<file path="src/mbfe_regs.vh">
// constants for the request front end: address decode, frame limits, function codes, timing
// assumes a 20 MHz system clock; included by its bare name
`ifndef MBFE_REGS_VH
`define MBFE_REGS_VH
`define MBFE_ADDR_BCAST 8'h00
`define MBFE_ADDR_UNI_MIN 8'h01
`define MBFE_ADDR_UNI_MAX 8'hF7
`define MBFE_ADDR_OWN 8'hFF
`define MBFE_MAX_FRAME 9'h100
`define MBFE_CNT_SAT 9'h1FF
`define MBFE_MIN_FRAME 9'h004
`define MBFE_IDX_FUNC 9'h001
`define MBFE_IDX_SUB 9'h002
`define MBFE_IDX_ADR_HI 9'h002
`define MBFE_IDX_ADR_LO 9'h003
`define MBFE_IDX_FWD 9'h003
`define MBFE_CRC_INIT 16'hFFFF
`define MBFE_CRC_POLY 16'hA001
`define MBFE_CRC_GOOD 16'h0000
`define MBFE_FC_WR_SINGLE 8'h06
`define MBFE_FC_WR_MULTI 8'h10
`define MBFE_FC_IDENT 8'h2B
`define MBFE_FC_RD_COILS 8'h01
`define MBFE_FC_RD_BITS 8'h02
`define MBFE_FC_WR_COIL 8'h05
`define MBFE_FC_WR_COILS 8'h0F
`define MBFE_SUB_SET_TIME 8'h10
`define MBFE_REG_OFS 16'h0001
`define MBFE_CLK_HZ 20000000
`define MBFE_LATENCY_MS 700
`define MBFE_PRESS_MIN_S 1
`define MBFE_PRESS_MAX_S 5
`endif
</file>
<file path="src/mbfe_buf2.v">
// two-entry byte buffer with valid/ready on both sides
// assumes both sides run on clk; a stall on the drain side backs up to the fill side
`timescale 1ns/100ps
module mbfe_buf2 #(
  parameter WIDTH = 8,
  parameter DEPTH = 2
) (
  input wire clk, // system clock
  input wire rst_n, // async reset, active low
  input wire clr, // drop all held entries
  input wire in_valid, // fill side word offered
  output wire in_ready, // fill side may push
  input wire [WIDTH-1:0] in_data, // fill side word
  output wire out_valid, // drain side word present
  input wire out_ready, // drain side takes word
  output wire [WIDTH-1:0] out_data // drain side word
);
  reg [WIDTH-1:0] mem_q [0:DEPTH-1];
  reg [1:0] wr_q;
  reg [1:0] rd_q;
  reg [1:0] cnt_q;
  wire push;
  wire pop;
  integer i;

  assign in_ready = (cnt_q != DEPTH);
  assign out_valid = (cnt_q != 2'h0);
  assign out_data = mem_q[rd_q[0]];
  assign push = in_valid && in_ready;
  assign pop = out_valid && out_ready;

  always @(posedge clk or negedge rst_n) begin
    if (!rst_n) begin
      wr_q <= 2'h0;
      rd_q <= 2'h0;
      cnt_q <= 2'h0;
      for (i = 0; i < DEPTH; i = i + 1) begin
        mem_q[i] <= {WIDTH{1'b0}};
      end
    end else if (clr) begin
      wr_q <= 2'h0;
      rd_q <= 2'h0;
      cnt_q <= 2'h0;
    end else begin
      if (push) begin
        mem_q[wr_q[0]] <= in_data;
        wr_q <= {1'b0, ~wr_q[0]};
      end
      if (pop) begin
        rd_q <= {1'b0, ~rd_q[0]};
      end
      cnt_q <= cnt_q + {1'b0, push} - {1'b0, pop};
    end
  end
endmodule

</file>
<file path="src/mbfe_front_end.v">
// request front end of a register-only bus slave: address filter, frame and crc check,
// register address mapping, remote-command lock, reply gating and timing, ip-reset button
// assumes an upstream byte receiver on clk that marks frame end with rx_eof after the last byte
// Overview of operation
// - transmit only as reply to received request
// - own address: process, then one reply
// - address zero: act, never reply
// - 0 broadcast, 1-247 unit, rest reserved
// - frames at most 256 bytes, four fields
// - address, function, data, two-byte crc16
// - sixteen-bit registers only, no bit access
// - frame address is register number minus one
// - accept unit address and fixed 255
// - locked mode rejects remote control commands
// - set absolute time always accepted
// - reply latency typically 10 ms, max 700
// - button held 1-5 s restores dhcp
// - set-time reply after clock update; invalid gives zero
`timescale 1ns/100ps
`include "mbfe_regs.vh"
module mbfe_front_end #(
  parameter LATENCY_CYC = (`MBFE_CLK_HZ / 1000) * `MBFE_LATENCY_MS,
  parameter PRESS_MIN_CYC = `MBFE_CLK_HZ * `MBFE_PRESS_MIN_S,
  parameter PRESS_MAX_CYC = `MBFE_CLK_HZ * `MBFE_PRESS_MAX_S,
  parameter TW = 27
) (
  input wire clk, // system clock, 20 MHz
  input wire rst_n, // async reset, active low
  input wire rx_valid, // received byte strobe
  output wire rx_ready, // front end can take a byte
  input wire [7:0] rx_data, // received byte
  input wire rx_eof, // end of frame, after its last byte
  input wire [7:0] attached_modular_unit, // address of the attached unit
  input wire intrusive_locked, // 1 = remote control commands locked
  output wire pl_valid, // payload byte present
  input wire pl_ready, // downstream takes payload byte
  output wire [7:0] pl_data, // function code and data, crc removed
  output reg frame_ok, // pulse: frame accepted for processing
  output reg frame_drop, // pulse: frame discarded, flush payload
  output reg [7:0] func_q, // function code of last frame
  output reg [15:0] reg_addr_q, // first data word, register address
  output reg [15:0] reg_num_q, // register number, address plus one
  output reg bcast_q, // last frame was a broadcast
  output reg cmd_reject_q, // last frame is a locked remote command
  input wire proc_done, // downstream finished the request
  input wire clock_updated, // device clock now holds the new time
  input wire datetime_valid, // supplied date-time was a true date
  output wire tx_grant, // reply transmission allowed
  output reg datetime_zero_q, // reply must carry zero date-time
  input wire reply_done, // reply fully sent
  output reg reply_late_q, // reply exceeded worst-case latency
  input wire ip_reset_pin, // reset button, high while pressed
  output reg ip_dhcp_q // pulse: force ip acquisition to dhcp
);
  reg [8:0] cnt_q;
  reg [15:0] crc_q;
  reg [7:0] addr_q;
  reg [7:0] sub_q;
  reg [7:0] hold0_q;
  reg [7:0] hold1_q;
  reg pend_q;
  reg settime_q;
  reg [TW-1:0] lat_q;
  reg btn_s1_q;
  reg btn_s2_q;
  reg [TW-1:0] press_q;
  wire take;
  wire fwd;
  wire match;
  wire is_cmd;
  wire is_settime;
  wire good;
  wire bit_access;

  function [15:0] crc_byte;
    input [15:0] c;
    input [7:0] b;
    reg [15:0] t;
    integer k;
    begin
      t = c ^ {8'h00, b};
      for (k = 0; k < 8; k = k + 1) begin
        t = t[0] ? ((t >> 1) ^ `MBFE_CRC_POLY) : (t >> 1);
      end
      crc_byte = t;
    end
  endfunction

  assign take = rx_valid && rx_ready;
  assign match = (addr_q == `MBFE_ADDR_BCAST) || (addr_q == `MBFE_ADDR_OWN) ||
    ((addr_q == attached_modular_unit) && (addr_q >= `MBFE_ADDR_UNI_MIN) &&
    (addr_q <= `MBFE_ADDR_UNI_MAX));
  // two bytes held back so crc never reaches payload
  assign fwd = take && (cnt_q >= `MBFE_IDX_FWD) && (cnt_q <= `MBFE_MAX_FRAME);
  assign bit_access = (func_q == `MBFE_FC_RD_COILS) || (func_q == `MBFE_FC_RD_BITS) ||
    (func_q == `MBFE_FC_WR_COIL) || (func_q == `MBFE_FC_WR_COILS);
  // remote commands are the register write codes and set-time
  assign is_settime = (func_q == `MBFE_FC_IDENT) && (sub_q == `MBFE_SUB_SET_TIME);
  assign is_cmd = (func_q == `MBFE_FC_WR_SINGLE) || (func_q == `MBFE_FC_WR_MULTI) || is_settime;
  assign good = (crc_q == `MBFE_CRC_GOOD) && (cnt_q >= `MBFE_MIN_FRAME) &&
    (cnt_q <= `MBFE_MAX_FRAME) && match && !bit_access;

  mbfe_buf2 #(.WIDTH(8), .DEPTH(2)) mbfe_buf2_inst (
    .clk(clk),
    .rst_n(rst_n),
    .clr(frame_drop),
    .in_valid(fwd),
    .in_ready(rx_ready),
    .in_data(hold0_q),
    .out_valid(pl_valid),
    .out_ready(pl_ready),
    .out_data(pl_data)
  );

  // frame parse
  always @(posedge clk or negedge rst_n) begin
    if (!rst_n) begin
      cnt_q <= 9'h000;
      crc_q <= `MBFE_CRC_INIT;
      addr_q <= 8'h00;
      sub_q <= 8'h00;
      hold0_q <= 8'h00;
      hold1_q <= 8'h00;
      func_q <= 8'h00;
      reg_addr_q <= 16'h0000;
      reg_num_q <= 16'h0000;
      bcast_q <= 1'b0;
      cmd_reject_q <= 1'b0;
      frame_ok <= 1'b0;
      frame_drop <= 1'b0;
    end else begin
      frame_ok <= 1'b0;
      frame_drop <= 1'b0;
      if (rx_eof) begin
        cnt_q <= 9'h000;
        crc_q <= `MBFE_CRC_INIT;
        bcast_q <= (addr_q == `MBFE_ADDR_BCAST);
        cmd_reject_q <= intrusive_locked && is_cmd && !is_settime;
        frame_ok <= good;
        frame_drop <= !good;
      end else if (take) begin
        if (cnt_q != `MBFE_CNT_SAT) begin
          cnt_q <= cnt_q + 9'h001;
        end
        crc_q <= crc_byte(crc_q, rx_data);
        hold1_q <= rx_data;
        hold0_q <= hold1_q;
        if (cnt_q == 9'h000) begin
          addr_q <= rx_data;
        end
        if (cnt_q == `MBFE_IDX_FUNC) begin
          func_q <= rx_data;
        end
        if (cnt_q == `MBFE_IDX_SUB) begin
          sub_q <= rx_data;
          reg_addr_q[15:8] <= rx_data;
        end
        if (cnt_q == `MBFE_IDX_ADR_LO) begin
          reg_addr_q[7:0] <= rx_data;
          reg_num_q <= {reg_addr_q[15:8], rx_data} + `MBFE_REG_OFS;
        end
      end
    end
  end

  // transmit only while a reply is owed
  // set-time reply waits for the clock
  assign tx_grant = pend_q && proc_done && (!settime_q || clock_updated);

  // reply bookkeeping and latency watch
  always @(posedge clk or negedge rst_n) begin
    if (!rst_n) begin
      pend_q <= 1'b0;
      settime_q <= 1'b0;
      lat_q <= {TW{1'b0}};
      reply_late_q <= 1'b0;
      datetime_zero_q <= 1'b0;
    end else begin
      if (frame_ok) begin
        pend_q <= !bcast_q;
        settime_q <= is_settime;
        lat_q <= {TW{1'b0}};
        reply_late_q <= 1'b0;
      end else if (pend_q && reply_done) begin
        pend_q <= 1'b0;
      end else if (pend_q) begin
        if (lat_q != LATENCY_CYC[TW-1:0]) begin
          lat_q <= lat_q + {{(TW-1){1'b0}}, 1'b1};
        end else begin
          reply_late_q <= 1'b1;
        end
      end
      if (settime_q && clock_updated) begin
        datetime_zero_q <= !datetime_valid;
      end
    end
  end

  // press timing of the ip reset button
  always @(posedge clk or negedge rst_n) begin
    if (!rst_n) begin
      btn_s1_q <= 1'b0;
      btn_s2_q <= 1'b0;
      press_q <= {TW{1'b0}};
      ip_dhcp_q <= 1'b0;
    end else begin
      btn_s1_q <= ip_reset_pin;
      btn_s2_q <= btn_s1_q;
      ip_dhcp_q <= 1'b0;
      if (btn_s2_q) begin
        if (press_q <= PRESS_MAX_CYC[TW-1:0]) begin
          press_q <= press_q + {{(TW-1){1'b0}}, 1'b1};
        end
      end else begin
        press_q <= {TW{1'b0}};
        ip_dhcp_q <= (press_q >= PRESS_MIN_CYC[TW-1:0]) && (press_q <= PRESS_MAX_CYC[TW-1:0]);
      end
    end
  end
endmodule

</file>
<file path="config.mk">
export PLATFORM = sky130hd
export DESIGN_NAME = mbfe_front_end
export DESIGN_NICKNAME = d
export VERILOG_FILES = /design/src/mbfe_buf2.v /design/src/mbfe_front_end.v
export VERILOG_INCLUDE_DIRS = /design/src
export SDC_FILE = /design/constraint.sdc
export NUM_CORES = 1
export LEC_CHECK = 0
export ABC_AREA = 1
export BUFFER_PORTS_ARGS = -buffer_cell sky130_fd_sc_hd__buf_2
export CAP_MARGIN = 25
export CORE_MARGIN = 2
export CORE_UTILIZATION = 50
export CTS_BUF_LIST = sky130_fd_sc_hd__clkbuf_4 sky130_fd_sc_hd__clkbuf_8
export CTS_CLUSTER_SIZE = 25
export DETAILED_ROUTE_END_ITERATION = 10
export PLACE_DENSITY = 0.75
export RECOVER_POWER = 50
export SLEW_MARGIN = 20
export SYNTH_ARGS = -nofsm -noshare
export SYNTH_HDL_FRONTEND = slang
export SYNTH_HIERARCHICAL = 1
export SYNTH_SLANG_ARGS = --single-unit
</file>
<file path="constraint.sdc">
create_clock -name clk -period 2.76 [get_ports clk]
set_input_delay 0.552 -clock clk [delete_from_list [all_inputs] [get_ports clk]]
set_output_delay 0.552 -clock clk [all_outputs]
set_load 0.005 [all_outputs]
</file>
# Word level (Yosys, flattened, before mapping)

Cells that the tools add are included.

Register bits: 174
Input port bits: 27
Output and inout bits: 58
Logic and storage cells: 170

$add $sub $neg: 6
Order comparisons: 10
Eq/ne operators: 19
Multiplexer cells: 39
Bitwise operators: 15
Reduce and logical (&&, ||, !) cells: 54

Operator list:

| cell                  | number |
|---|---|
| $mux 27               | 6 |
| $mux 16               | 10 |
| $add 27x1->27 const B | 2 |
| $mux 8                | 4 |
| $ge 27x25->1 const B  | 1 |
| $le 27x27->1 const B  | 1 |
| $mux 9                | 3 |
| $ne 27x24->1 const B  | 1 |
| $not 2->3             | 8 |
| $logic_and 1x1->1     | 20 |
| $eq 9x2->1 const B    | 2 |
| $reduce_and 3->1      | 6 |
| $add 16x1->16 const B | 1 |
| $bwmux 16             | 1 |
| $eq 8x3->1 const B    | 2 |
| $eq 8x5->1 const B    | 2 |
| $logic_not 16->1      | 1 |
| $reduce_bool 2->1     | 8 |
| $xor 16x8->16         | 1 |
| $mux 1                | 13 |
| $add 9x1->9 const B   | 1 |
| $eq 9x1->1 const B    | 1 |
| $ge 9x2->1 const B    | 1 |
| $ge 9x3->1 const B    | 1 |
| other kinds (25)      | 46 |

# Longest topological paths before layout

Gate-level depths: netlist of run 1.

Depth after elaboration: 19
Mapped depth: 15
Gate-level depth less buffers: 15

# By module

The synthesis of run 1 kept the hierarchy.

By module, submodules not included:

| module         | instances | cells an instance | area each (um^2) | seq. area each (um^2) |
|---|---|---|---|---|
| mbfe_front_end | 1         | 1,095             | 8,762.2          | 3,873.7 |
| mbfe_buf2      | 1         | 128               | 1,037.2          | 500.5 |

# Worst setup path before layout of run 1

Ideal clock, no wire load.

Kind: reg-to-reg
Start point: register mbfe_buf2_inst.cnt_q[1]
End point: register mbfe_buf2_inst.cnt_q[0]
Setup time: 0.129 ns
Arrival time: 2.182 ns
Data required time: 2.631 ns
Setup slack: 0.449 ns
Stages on the path, launching flop included: 13
Buffers on the path: 2
Clock period less this slack: 2.311 ns
Cells stage by stage: dfrtp_1 -> nand2_4 -> buf_4 -> nand2_2 -> a311oi_1 -> buf_4 -> a21boi_0 -> inv_1 -> ha_1 -> inv_1 -> ha_1 -> inv_1 -> nor2_1

Longest elaborated chain between the ends: 8
Elaborated cells between the ends (all ways): 10
Those cells by class: add/sub (2); eq/ne (1); mux (1); reduce/logical (6)

Ends and longest elaborated chain:

| what                           | line                | text |
|---|---|---|
| from (decl)                    | mbfe_buf2.v:21      | `reg [1:0] cnt_q;` |
| from (signal assigned)         | mbfe_buf2.v:52      | `cnt_q <= cnt_q + {1'b0, push} - {1'b0, pop};` |
| $ne 2x2->1                     | mbfe_buf2.v:26      | `assign in_ready = (cnt_q != DEPTH);` |
| net rx_ready                   | mbfe_front_end.v:30 | `output wire rx_ready,` |
| $logic_and 1x1->1              | mbfe_front_end.v:89 | `assign take = rx_valid && rx_ready;` |
| $logic_and 1x1->1 (2 in a row) | mbfe_front_end.v:94 | `` assign fwd = take && (cnt_q >= `MBFE_IDX_FWD) && (cnt_q <= `MBFE_MAX_FRAME); `` |
| net fwd                        | mbfe_front_end.v:68 | `wire fwd;` |
| $logic_and 1x1->1              | mbfe_buf2.v:29      | `assign push = in_valid && in_ready;` |
| $add 2x1->2                    | mbfe_buf2.v:52      |  |
| $sub 2x1->2                    | mbfe_buf2.v:52      |  |
| $mux 2                         | mbfe_buf2.v:40      | `end else if (clr) begin` |

The timed path passes the listed nets, and every way through them passes these cells.
A chain may end at the register's enable or synchronous reset.

==> results.sh, run 1 <==
export IMPL_period_share=0.904
export IMPL_relSlewSlack=-0.0178
export IMPL_irDropWorstVdd_v=0.000422
export IMPL_clkLatencyLatePin_ns=0.48
export IMPL_nFillCells=1826
export IMPL_ys_seq_area_frac=0.446
export IMPL_drt_iter0_markers=610
export IMPL_io_buffers=84
export IMPL_grt_max_degree=61
export IMPL_layout_drive_gt1_share=0.158
export IMPL_crit_slowest_cell="dfrtp_1"
export IMPL_avgSynthCellArea_um2=8.01
export IMPL_synthCells=1223
export IMPL_post_place_ws_ns=0.379
export IMPL_htreeDepth=4
export IMPL_synth_edf_count=0
export IMPL_ys_flop_type="dfrtp_1"
export IMPL_cts_tree="yes"
export IMPL_cp_required_ns=3.12
export IMPL_maxSlewViolCount=61
export IMPL_rsz0062_at_grt="no"
export IMPL_cts_root_buf="clkbuf_8"
export IMPL_endpoint_kind="flop"
export IMPL_ctsResizeCount=0
export IMPL_numClockSinks=174
export IMPL_die_w_um=144
export IMPL_ys_ff_latch=174
export IMPL_firstDrtPassIters=6
export IMPL_grt_overflow_total=0
export IMPL_fin_setup_tns_ns=0
export IMPL_grt_first_pass_wirelength_um=39200
export IMPL_dieArea_mm2=0.0207
export IMPL_drc_errors=0
export IMPL_crit_path_max_fanout=7
export IMPL_fin_worst_skew_ns=0.0196
export IMPL_num_vias=8574
export IMPL_first_global_vias=7816
export IMPL_worstMarginPinSlew_ns=1.53
export IMPL_p_leak_nw=5.00
export IMPL_num_io_pins=85
export IMPL_mostFrequentLayoutCells="nand2_1, dfrtp_1, inv_1, nor2_1, nand4_1"
export IMPL_routedWlPerCell_um=15.1
export IMPL_setup_worst_path_class="reg2reg"
export IMPL_drt_wl_total_um=23800
export IMPL_drv_cap=1
export IMPL_fmax_mhz=401
export IMPL_hpwl_um=17200
export IMPL_powerDensity_mw_per_mm2=658
export IMPL_initial_core_util=0.507
export IMPL_hold_path_class="in2reg"
export IMPL_start_kind="flop"
export IMPL_highest_layer="met4"
export IMPL_finalNetCount=1334
export IMPL_coreArea_mm2=0.0193
export IMPL_critPathMaxStageDelay_ns=0.45
export IMPL_status="finished with violations"
export IMPL_utilization=0.557
export IMPL_post_cts_buffers=0
export IMPL_ys_warn_count=6
export IMPL_syn2layout_area_growth_pct=9.91
export IMPL_final_setup_viol_count=0
export IMPL_violations="max-capacitance violations, max-slew violations"
export IMPL_final_common_cell="nand2_1"
export IMPL_drtAntennaViolNets=0
export IMPL_clockBufferDepth=2
export IMPL_wl_met3_um=1300
export IMPL_cp_data_arrival_time_ns=2.85
export IMPL_finalHoldViolCount=0
export IMPL_fin_ws_ns=0.266
export IMPL_cp_cell_sequence="nor2_1, nand3_1, inv_1, a31oi_1, a311oi_2, a21boi_0, inv_1, ha_1, inv_1, ha_1, nand3_1, nand2_1, nor2_1"
export IMPL_cts_hold_buf=0
export IMPL_drt_met1_wl_um=10900
export IMPL_syn_nets=1262
export IMPL_path_common_cell="inv_1"
export IMPL_antenna_found_initial=0
export IMPL_gr_usage_all_layers=0.237
export IMPL_routed_wl_met2_um=11200
export IMPL_cts_buffers=17
export IMPL_place_congestion=0.976
export IMPL_antennaDiodeCount=0
export IMPL_async_reset_ff_frac=1.00
export IMPL_dieHeight_um=144
export IMPL_via_per_inst=5.45
export IMPL_min_period_ns=2.49
export IMPL_synth_cell_types=52
export IMPL_placementRows=51
export IMPL_cts_clk_slew_worst_paths_ns=0.10
export IMPL_syn_cell_area_mm2=0.00980
-- sequential cells by signal, summed over array words and instances (netlist names), 2 cells and up --
| signal | cells |
|---|---|
| addr_q | 8 |
| cnt_q | 9 |
| crc_q | 16 |
| func_q | 8 |
| hold0_q | 8 |
| hold1_q | 8 |
| lat_q | 27 |
| mbfe_buf2_inst/cnt_q | 2 |
| mbfe_buf2_inst/mem_q | 16 |
| press_q | 27 |
| reg_addr_q | 16 |
| reg_num_q | 16 |
-- cell families (layout without fill, tap and decap cells) --
| kind of cell | Yosys count | count (layout) | synth area share |
|---|---|---|---|
| adders and majority gates | 12 | 12 | 0.0153 |
| and+or+nand+nor | 673 | 673 | 0.327 |
| buffers and inverters | 161 | 246 | 0.0710 |
| DFF | 174 | 174 | 0.446 |
| AOI/OAI and AO/OA | 139 | 139 | 0.0835 |
| xor gates and xnor gates | 64 | 64 | 0.0572 |
-- synthesized netlist by cell type (all sizes together) (2+ instances only) --
cell | instances | area share
clkbuf | 15 | 0.0061
xnor2 | 23 | 0.021
nor4 | 19 | 0.015
o22ai | 7 | 0.0045
dfrtp | 158 | 0.40
o31ai | 8 | 0.0061
a31oi | 2 | 0.0013
dfstp | 16 | 0.043
o22a | 2 | 0.0018
nand4 | 81 | 0.052
buf | 28 | 0.020
ha | 12 | 0.015
nor2 | 106 | 0.047
nand2 | 349 | 0.14
nand3 | 71 | 0.043
o21ai | 88 | 0.049
nor3b | 2 | 0.0015
inv | 117 | 0.045
xor2 | 41 | 0.037
a21oi | 19 | 0.0097
nor3 | 44 | 0.029
-- through the flow --
step,cells,power [mW],hold WS (ns),area [um^2]
4_1_cts,1573,7.15,0.0781,10800
3_5_place_dp,1541,5.38,0.341,10400
6_report,1573,7.08,0.174,10800
3_3_place_gp,1541,5.31,0.333,10400
2_1_floorplan,1223,4.65,0.256,9800
5_1_grt,1573,7.55,0.150,10800
-- final timing paths --
path / start / endpoint / slack, ns / depth (start not counted)
max: cnt_q[5] / mbfe_buf2_inst/cnt_q[1] / 0.27 / 13
min: ip_reset_pin / btn_s1_q / 0.17 / 1
max reg2reg: cnt_q[5] / mbfe_buf2_inst/cnt_q[1] / 0.27 / 13
min reg2reg: btn_s1_q / btn_s2_q / 0.36 / 0
max in group asynchronous: rst_n / mbfe_buf2_inst/rd_q[0] / 0.56 / 2
min in group asynchronous: rst_n / press_q[1] / 0.46 / 1
-- power breakdown --
group          switching (mW)  total [mW]  internal (mW)
Clock                    1.06        1.77          0.702
Sequential              0.527        3.62           3.09
Combinational           0.995        1.70          0.700
-- per-layer routing --
layer | track usage | vias to the layer above
met2 | 0.381 | 253
li1 | - | 4216
met4 | 0.0568 | 0
met5 | 0 | -
met3 | 0.0464 | 34
met1 | 0.334 | 4071
-- final cells by class --
class,instances,area [um^2],share of cell area
flip-flops and latches,174,4370,0.406
clock buffers,18,248,0.0230
well taps,265,332,0.0308
multi-input cells,888,4740,0.440
inverters,118,443,0.0411
clock inverters,14,146,0.0136
repair buffers,96,492,0.0457
-- worst max-delay path, delay by kind of cell (launching register included) --
kind | cells | cell delay [ns]
AO/OA/AOI/OAI | 3 | 0.75
adder cells (fa/ha/maj) | 2 | 0.47
flip-flops | 1 | 0.45
AND/OR/NAND/NOR | 5 | 0.43
buffers and inverters | 3 | 0.28
No activity file was read; power rests on OpenSTA's default activity.
==> inputs of run 2 (changes only) <==
--- a/config.mk
+++ b/config.mk
@@ -7,7 +7,7 @@
 export NUM_CORES = 1
 export LEC_CHECK = 0
 export ABC_AREA = 1
-export BUFFER_PORTS_ARGS = -buffer_cell sky130_fd_sc_hd__buf_2
+export BUFFER_PORTS_ARGS = -buffer_cell sky130_fd_sc_hd__clkbuf_2
 export CAP_MARGIN = 25
 export CORE_MARGIN = 2
 export CORE_UTILIZATION = 50
==> results.sh, run 2 (same netlist as run 1, synthesis figures left out) <==
export IMPL_finalHoldViolCount=0
export IMPL_setup_worst_path_class="reg2reg"
export IMPL_endpoint_kind="flop"
export IMPL_crit_buf_inv=3
export IMPL_cp_data_arrival_time_ns=2.72
export IMPL_post_cts_buffers=0
export IMPL_grt_max_degree=58
export IMPL_maxSlewViolCount=0
export IMPL_netSwitchingFraction=0.372
export IMPL_num_io_pins=85
export IMPL_crit_path_max_fanout=7
export IMPL_combPwrFrac=0.237
export IMPL_fmax_mhz=426
export IMPL_clkLatencyLatePin_ns=0.49
export IMPL_layout_drive_gt1_share=0.155
export IMPL_relSlewSlack=0.190
export IMPL_crit_slowest_cell="dfrtp_1"
export IMPL_routedWlPerCell_um=15.2
export IMPL_reg_top3="lat_q: 27 flops, press_q: 27 flops"
export IMPL_crit_family="compound AO/OA/AOI/OAI gates"
export IMPL_internal_power_mw=4.48
export IMPL_seqCellArea_mm2=0.00437
export IMPL_worstMarginPinSlew_ns=1.22
export IMPL_path_common_cell="inv_1"
export IMPL_initial_core_util=0.507
export IMPL_cts_root_buf="clkbuf_8"
export IMPL_p_sw_mw=2.65
export IMPL_die_w_um=144
export IMPL_utilization=0.558
export IMPL_grt_first_pass_wirelength_um=40200
export IMPL_irDropWorstVdd_v=0.000613
export IMPL_rsz0062_at_grt="no"
export IMPL_final_common_cell="nand2_1"
export IMPL_fin_worst_skew_ns=0.0228
export IMPL_critPathMaxStageDelay_ns=0.45
export IMPL_p_clk_frac=0.253
export IMPL_finalNetCount=1335
export IMPL_whs_ns=0.172
export IMPL_cts_buffers=17
export IMPL_fin_setup_tns_ns=0
export IMPL_antenna_found_initial=0
export IMPL_hpwl_um=17100
export IMPL_final_setup_viol_count=0
export IMPL_io_buffers=84
export IMPL_firstDrtPassIters=5
export IMPL_coreArea_mm2=0.0193
export IMPL_status="finished clean"
export IMPL_drt_wl_total_um=24000
export IMPL_grt_overflow_total=0
export IMPL_via_per_inst=5.56
export IMPL_pwr_share_seq=0.510
export IMPL_ctsResizeCount=0
export IMPL_fin_area_mm2=0.0108
export IMPL_start_kind="flop"
export IMPL_hold_path_class="in2reg"
export IMPL_total_power_mw=7.13
export IMPL_syn2layout_area_growth_pct=10.2
export IMPL_period_share=0.850
export IMPL_num_vias=8746
export IMPL_clockBufferDepth=2
export IMPL_multi_input_area_mm2=0.00474
export IMPL_gr_usage_all_layers=0.243
export IMPL_antennaDiodeCount=0
export IMPL_drt_iter0_markers=773
export IMPL_cp_cell_sequence="nor2_1, nand3_1, inv_1, a31oi_1, a311oi_2, a21boi_0, inv_1, ha_1, inv_1, ha_1, nand3_1, nand2_1, nor2_1"
export IMPL_place_congestion=0.936
export IMPL_min_period_ns=2.35
export IMPL_cts_clk_slew_worst_paths_ns=0.10
export IMPL_p_leak_nw=4.96
export IMPL_dieArea_mm2=0.0207
export IMPL_powerDensity_mw_per_mm2=660
export IMPL_first_global_vias=8122
export IMPL_drc_errors=0
export IMPL_placementRows=51
export IMPL_drv_cap=0
export IMPL_nFillCells=1763
export IMPL_htreeDepth=4
export IMPL_mostFrequentLayoutCells="nand2_1, dfrtp_1, inv_1, nor2_1, nand4_1"
export IMPL_dieHeight_um=144
export IMPL_drtAntennaViolNets=0
export IMPL_placed_area_mm2=0.0104
export IMPL_cp_required_ns=3.14
export IMPL_numClockSinks=174
export IMPL_cts_tree="yes"
## run 2: path summary, 6_finish.rpt
path	startpoint	to	slack, ns	depth (start not counted)
worst min register to register	btn_s1_q	btn_s2_q	0.36	0
worst max register to register	cnt_q[5]	mbfe_buf2_inst/cnt_q[1]	0.41	13
worst max-delay path	cnt_q[5]	mbfe_buf2_inst/cnt_q[1]	0.41	13
max in group asynchronous	rst_n	hold1_q[4]	0.51	3
worst min-delay path	ip_reset_pin	btn_s1_q	0.17	1
min in group asynchronous	rst_n	press_q[17]	0.85	2
## run 2: area by class of cell
cell class / count / share of cell area
clock buffers: 17 / 0.0217
well taps: 265 / 0.0307
multi-input cells: 888 / 0.439
inverters: 118 / 0.0410
clock inverters: 15 / 0.0155
flip-flops and latches: 174 / 0.405
repair buffers: 97 / 0.0474
## run 2: routing by layer
| layer | wire length (um) | vias to the layer above | track usage |
|---|---|---|---|
| met5 | 0 | - | 0 |
| li1 | - | 4213 | - |
| met2 | 11200 | 293 | 0.380 |
| met3 | 1440 | 62 | 0.0507 |
| met1 | 10800 | 4178 | 0.338 |
| met4 | 501 | 0 | 0.0789 |
## run 2: through the flow
step           worst slack, ns  std cells
2_1_floorplan            0.449       1223
3_5_place_dp             0.412       1541
4_1_cts                  0.405       1574
5_1_grt                  0.147       1574
6_report                 0.415       1574
3_3_place_gp             0.509       1541
## run 2: power groups by stage
stage | sequential (mW) | combinational [mW] | clock [mW]
floorplan | 3.54 | 1.11 | 0
global placement | 3.66 | 1.65 | 0
detailed placement | 3.67 | 1.71 | 0
CTS | 3.63 | 1.72 | 1.83
global route | 3.71 | 1.96 | 1.95
finish | 3.63 | 1.69 | 1.80
## run 2: timing repair
item,in CTS,in global routing
hold buffers,1,0
endpoints found under the hold margin,19,0
endpoints found under the setup margin,0,0
==> inputs of run 3 (changes only) <==
--- a/config.mk
+++ b/config.mk
@@ -14,7 +14,7 @@
 export CTS_BUF_LIST = sky130_fd_sc_hd__clkbuf_4 sky130_fd_sc_hd__clkbuf_8
 export CTS_CLUSTER_SIZE = 25
 export DETAILED_ROUTE_END_ITERATION = 10
-export PLACE_DENSITY = 0.75
+export PLACE_DENSITY = 0.77
 export RECOVER_POWER = 50
 export SLEW_MARGIN = 20
 export SYNTH_ARGS = -nofsm -noshare
==> constraint.sdc (replaced) <==
create_clock -name clk -period 1.95 [get_ports clk]
set_input_delay 0.39 -clock clk [delete_from_list [all_inputs] [get_ports clk]]
set_output_delay 0.39 -clock clk [all_outputs]
set_load 0.005 [all_outputs]
==> results.sh, run 3 (same netlist as run 1, synthesis figures left out) <==
export IMPL_fin_ws_ns=-0.0970
export IMPL_post_place_ws_ns=-0.206
export IMPL_r2r_start="cnt_q[3]"
export IMPL_cts_clk_slew_worst_paths_ns=0.10
export IMPL_gr_usage_all_layers=0.259
export IMPL_cts_root_buf="clkbuf_8"
export IMPL_grt_first_pass_wirelength_um=42500
export IMPL_cts_buffers=17
export IMPL_layout_drive_gt1_share=0.232
export IMPL_hold_path_class="in2reg"
export IMPL_first_global_vias=8733
export IMPL_final_common_cell="nand2_1"
export IMPL_routedWlPerCell_um=15.9
export IMPL_drc_errors=0
export IMPL_internal_power_mw=6.65
export IMPL_dieHeight_um=144
export IMPL_cp_cell_sequence="nor2_2, nand3_2, inv_2, a31oi_4, a311oi_2, a21boi_2, inv_2, ha_4, inv_2, ha_4, nand3_2, nand2_1, nor2_1"
export IMPL_initial_core_util=0.507
export IMPL_htreeDepth=4
export IMPL_pwr_share_seq=0.485
export IMPL_fin_area_mm2=0.0117
export IMPL_place_congestion=0.962
export IMPL_hold_start="datetime_valid"
export IMPL_maxSlewViolCount=0
export IMPL_finalNetCount=1419
export IMPL_rsz0062_at_grt="yes"
export IMPL_hpwl_um=18300
export IMPL_dieArea_mm2=0.0207
export IMPL_drt_wl_total_um=26400
export IMPL_violations="negative setup slack"
export IMPL_status="finished with violations"
export IMPL_clockBufferDepth=2
export IMPL_setup_worst_path_class="reg2reg"
export IMPL_p_leak_nw=5.43
export IMPL_mostFrequentLayoutCells="nand2_1, dfrtp_1, inv_1, nor2_1, buf_4"
export IMPL_p_clk_frac=0.255
export IMPL_coreArea_mm2=0.0193
export IMPL_num_io_pins=85
export IMPL_total_power_mw=10.6
export IMPL_firstDrtPassIters=7
export IMPL_netSwitchingFraction=0.371
export IMPL_endpoint_kind="flop"
export IMPL_finalHoldViolCount=0
export IMPL_numClockSinks=174
export IMPL_reg_top3="lat_q: 27 flops, press_q: 27 flops"
export IMPL_grt_overflow_total=0
export IMPL_grt_max_degree=44
export IMPL_cts_tree="yes"
export IMPL_syn2layout_area_growth_pct=19.2
export IMPL_min_period_ns=2.05
export IMPL_placementRows=51
export IMPL_drv_cap=0
export IMPL_clkLatencyLatePin_ns=0.48
export IMPL_path_common_cell="inv_2"
export IMPL_num_vias=9148
export IMPL_drt_iter0_markers=784
export IMPL_fin_worst_skew_ns=0.0170
export IMPL_p_sw_mw=3.93
export IMPL_cp_required_ns=2.37
export IMPL_antennaDiodeCount=0
export IMPL_die_w_um=144
export IMPL_crit_buf_inv=3
export IMPL_start_kind="flop"
export IMPL_cp_data_arrival_time_ns=2.46
export IMPL_irDropWorstVdd_v=0.000590
export IMPL_io_buffers=84
export IMPL_combPwrFrac=0.260
export IMPL_relSlewSlack=0.392
export IMPL_worstMarginPinSlew_ns=0.912
export IMPL_period_share=1.05
export IMPL_powerDensity_mw_per_mm2=906
export IMPL_crit_path_max_fanout=2
export IMPL_via_per_inst=5.52
export IMPL_crit_start="cnt_q[3]"
export IMPL_crit_slowest_cell="dfrtp_1"
export IMPL_crit_family="compound AO/OA/AOI/OAI gates"
export IMPL_final_setup_viol_count=3
export IMPL_placed_area_mm2=0.0110
export IMPL_fmax_mhz=489
export IMPL_antenna_found_initial=0
export IMPL_drtAntennaViolNets=0
export IMPL_critPathMaxStageDelay_ns=0.41
[run 3: cell count changes in the layout (fill, tap and decap cells not counted), moves of 6 or more]
cell     change
buf_4       +81
inv_1        -6
nand3_1      -7
nor2_1       -6
[run 3: final timing paths]
kind	to	cells past startpoint	slack, ns
setup / recovery	mbfe_buf2_inst/cnt_q[1]	13	-0.1
hold / removal	datetime_zero_q	2	0.10
setup reg to reg	mbfe_buf2_inst/cnt_q[1]	13	-0.1
hold reg to reg	btn_s2_q	0	0.37
max in group asynchronous	crc_q[0]	3	0.17
min in group asynchronous	press_q[2]	2	0.58
[run 3: per-stage QoR]
stage / std cells / setup TNS, ns / hold WS, ns / util
2_1_floorplan: 1223 / -0.469 / 0.0944 / -
3_3_place_gp: 1611 / -0.358 / 0.318 / 0.567
3_5_place_dp: 1611 / -0.741 / 0.327 / 0.567
4_1_cts: 1651 / -0.250 / 0.00502 / 0.597
5_1_grt: 1658 / -2.66 / 0.0732 / 0.604
6_report: 1658 / -0.243 / 0.100 / 0.604
[run 3: power by group through the flow]
stage                     combinational [mW]  sequential [mW]  clock [mW]
final                                   2.75             5.13        2.70
after global routing                    3.09             5.23        2.90
after CTS                               2.71             5.11        2.73
after detailed placement                2.59             5.16           0
after global placement                  2.50             5.15           0
after floorplan                         1.58             5.01           0
[run 3: layout make-up]
cell class	instances	area [um^2]
fill	1662	7660
multi-input combinational	890	4980
sequential	174	4370
timing repair buffer	179	1120
inverter	118	445
tap	265	332
clock buffer	17	234
clock inverter	15	191
[run 3: what timing repair did]
| action | in CTS | in global routing |
|---|---|---|
| endpoints found under the hold margin | 29 | 1 |
| setup endpoints to repair | 13 | 35 |
| buffers inserted | 7 | 4 |
| hold buffers | 1 | 1 |
| gates resized for setup | 21 | 29 |
| pin swaps | 18 | 11 |
| cloned | 0 | 2 |
[run 3: metal layers]
layer  global-route usage  part of all wire  wire length, um
met1                0.345              0.43            11300
met2                0.429              0.49            12800
met3               0.0474             0.066             1730
met4               0.0831             0.017              459
met5                    0                 0                0
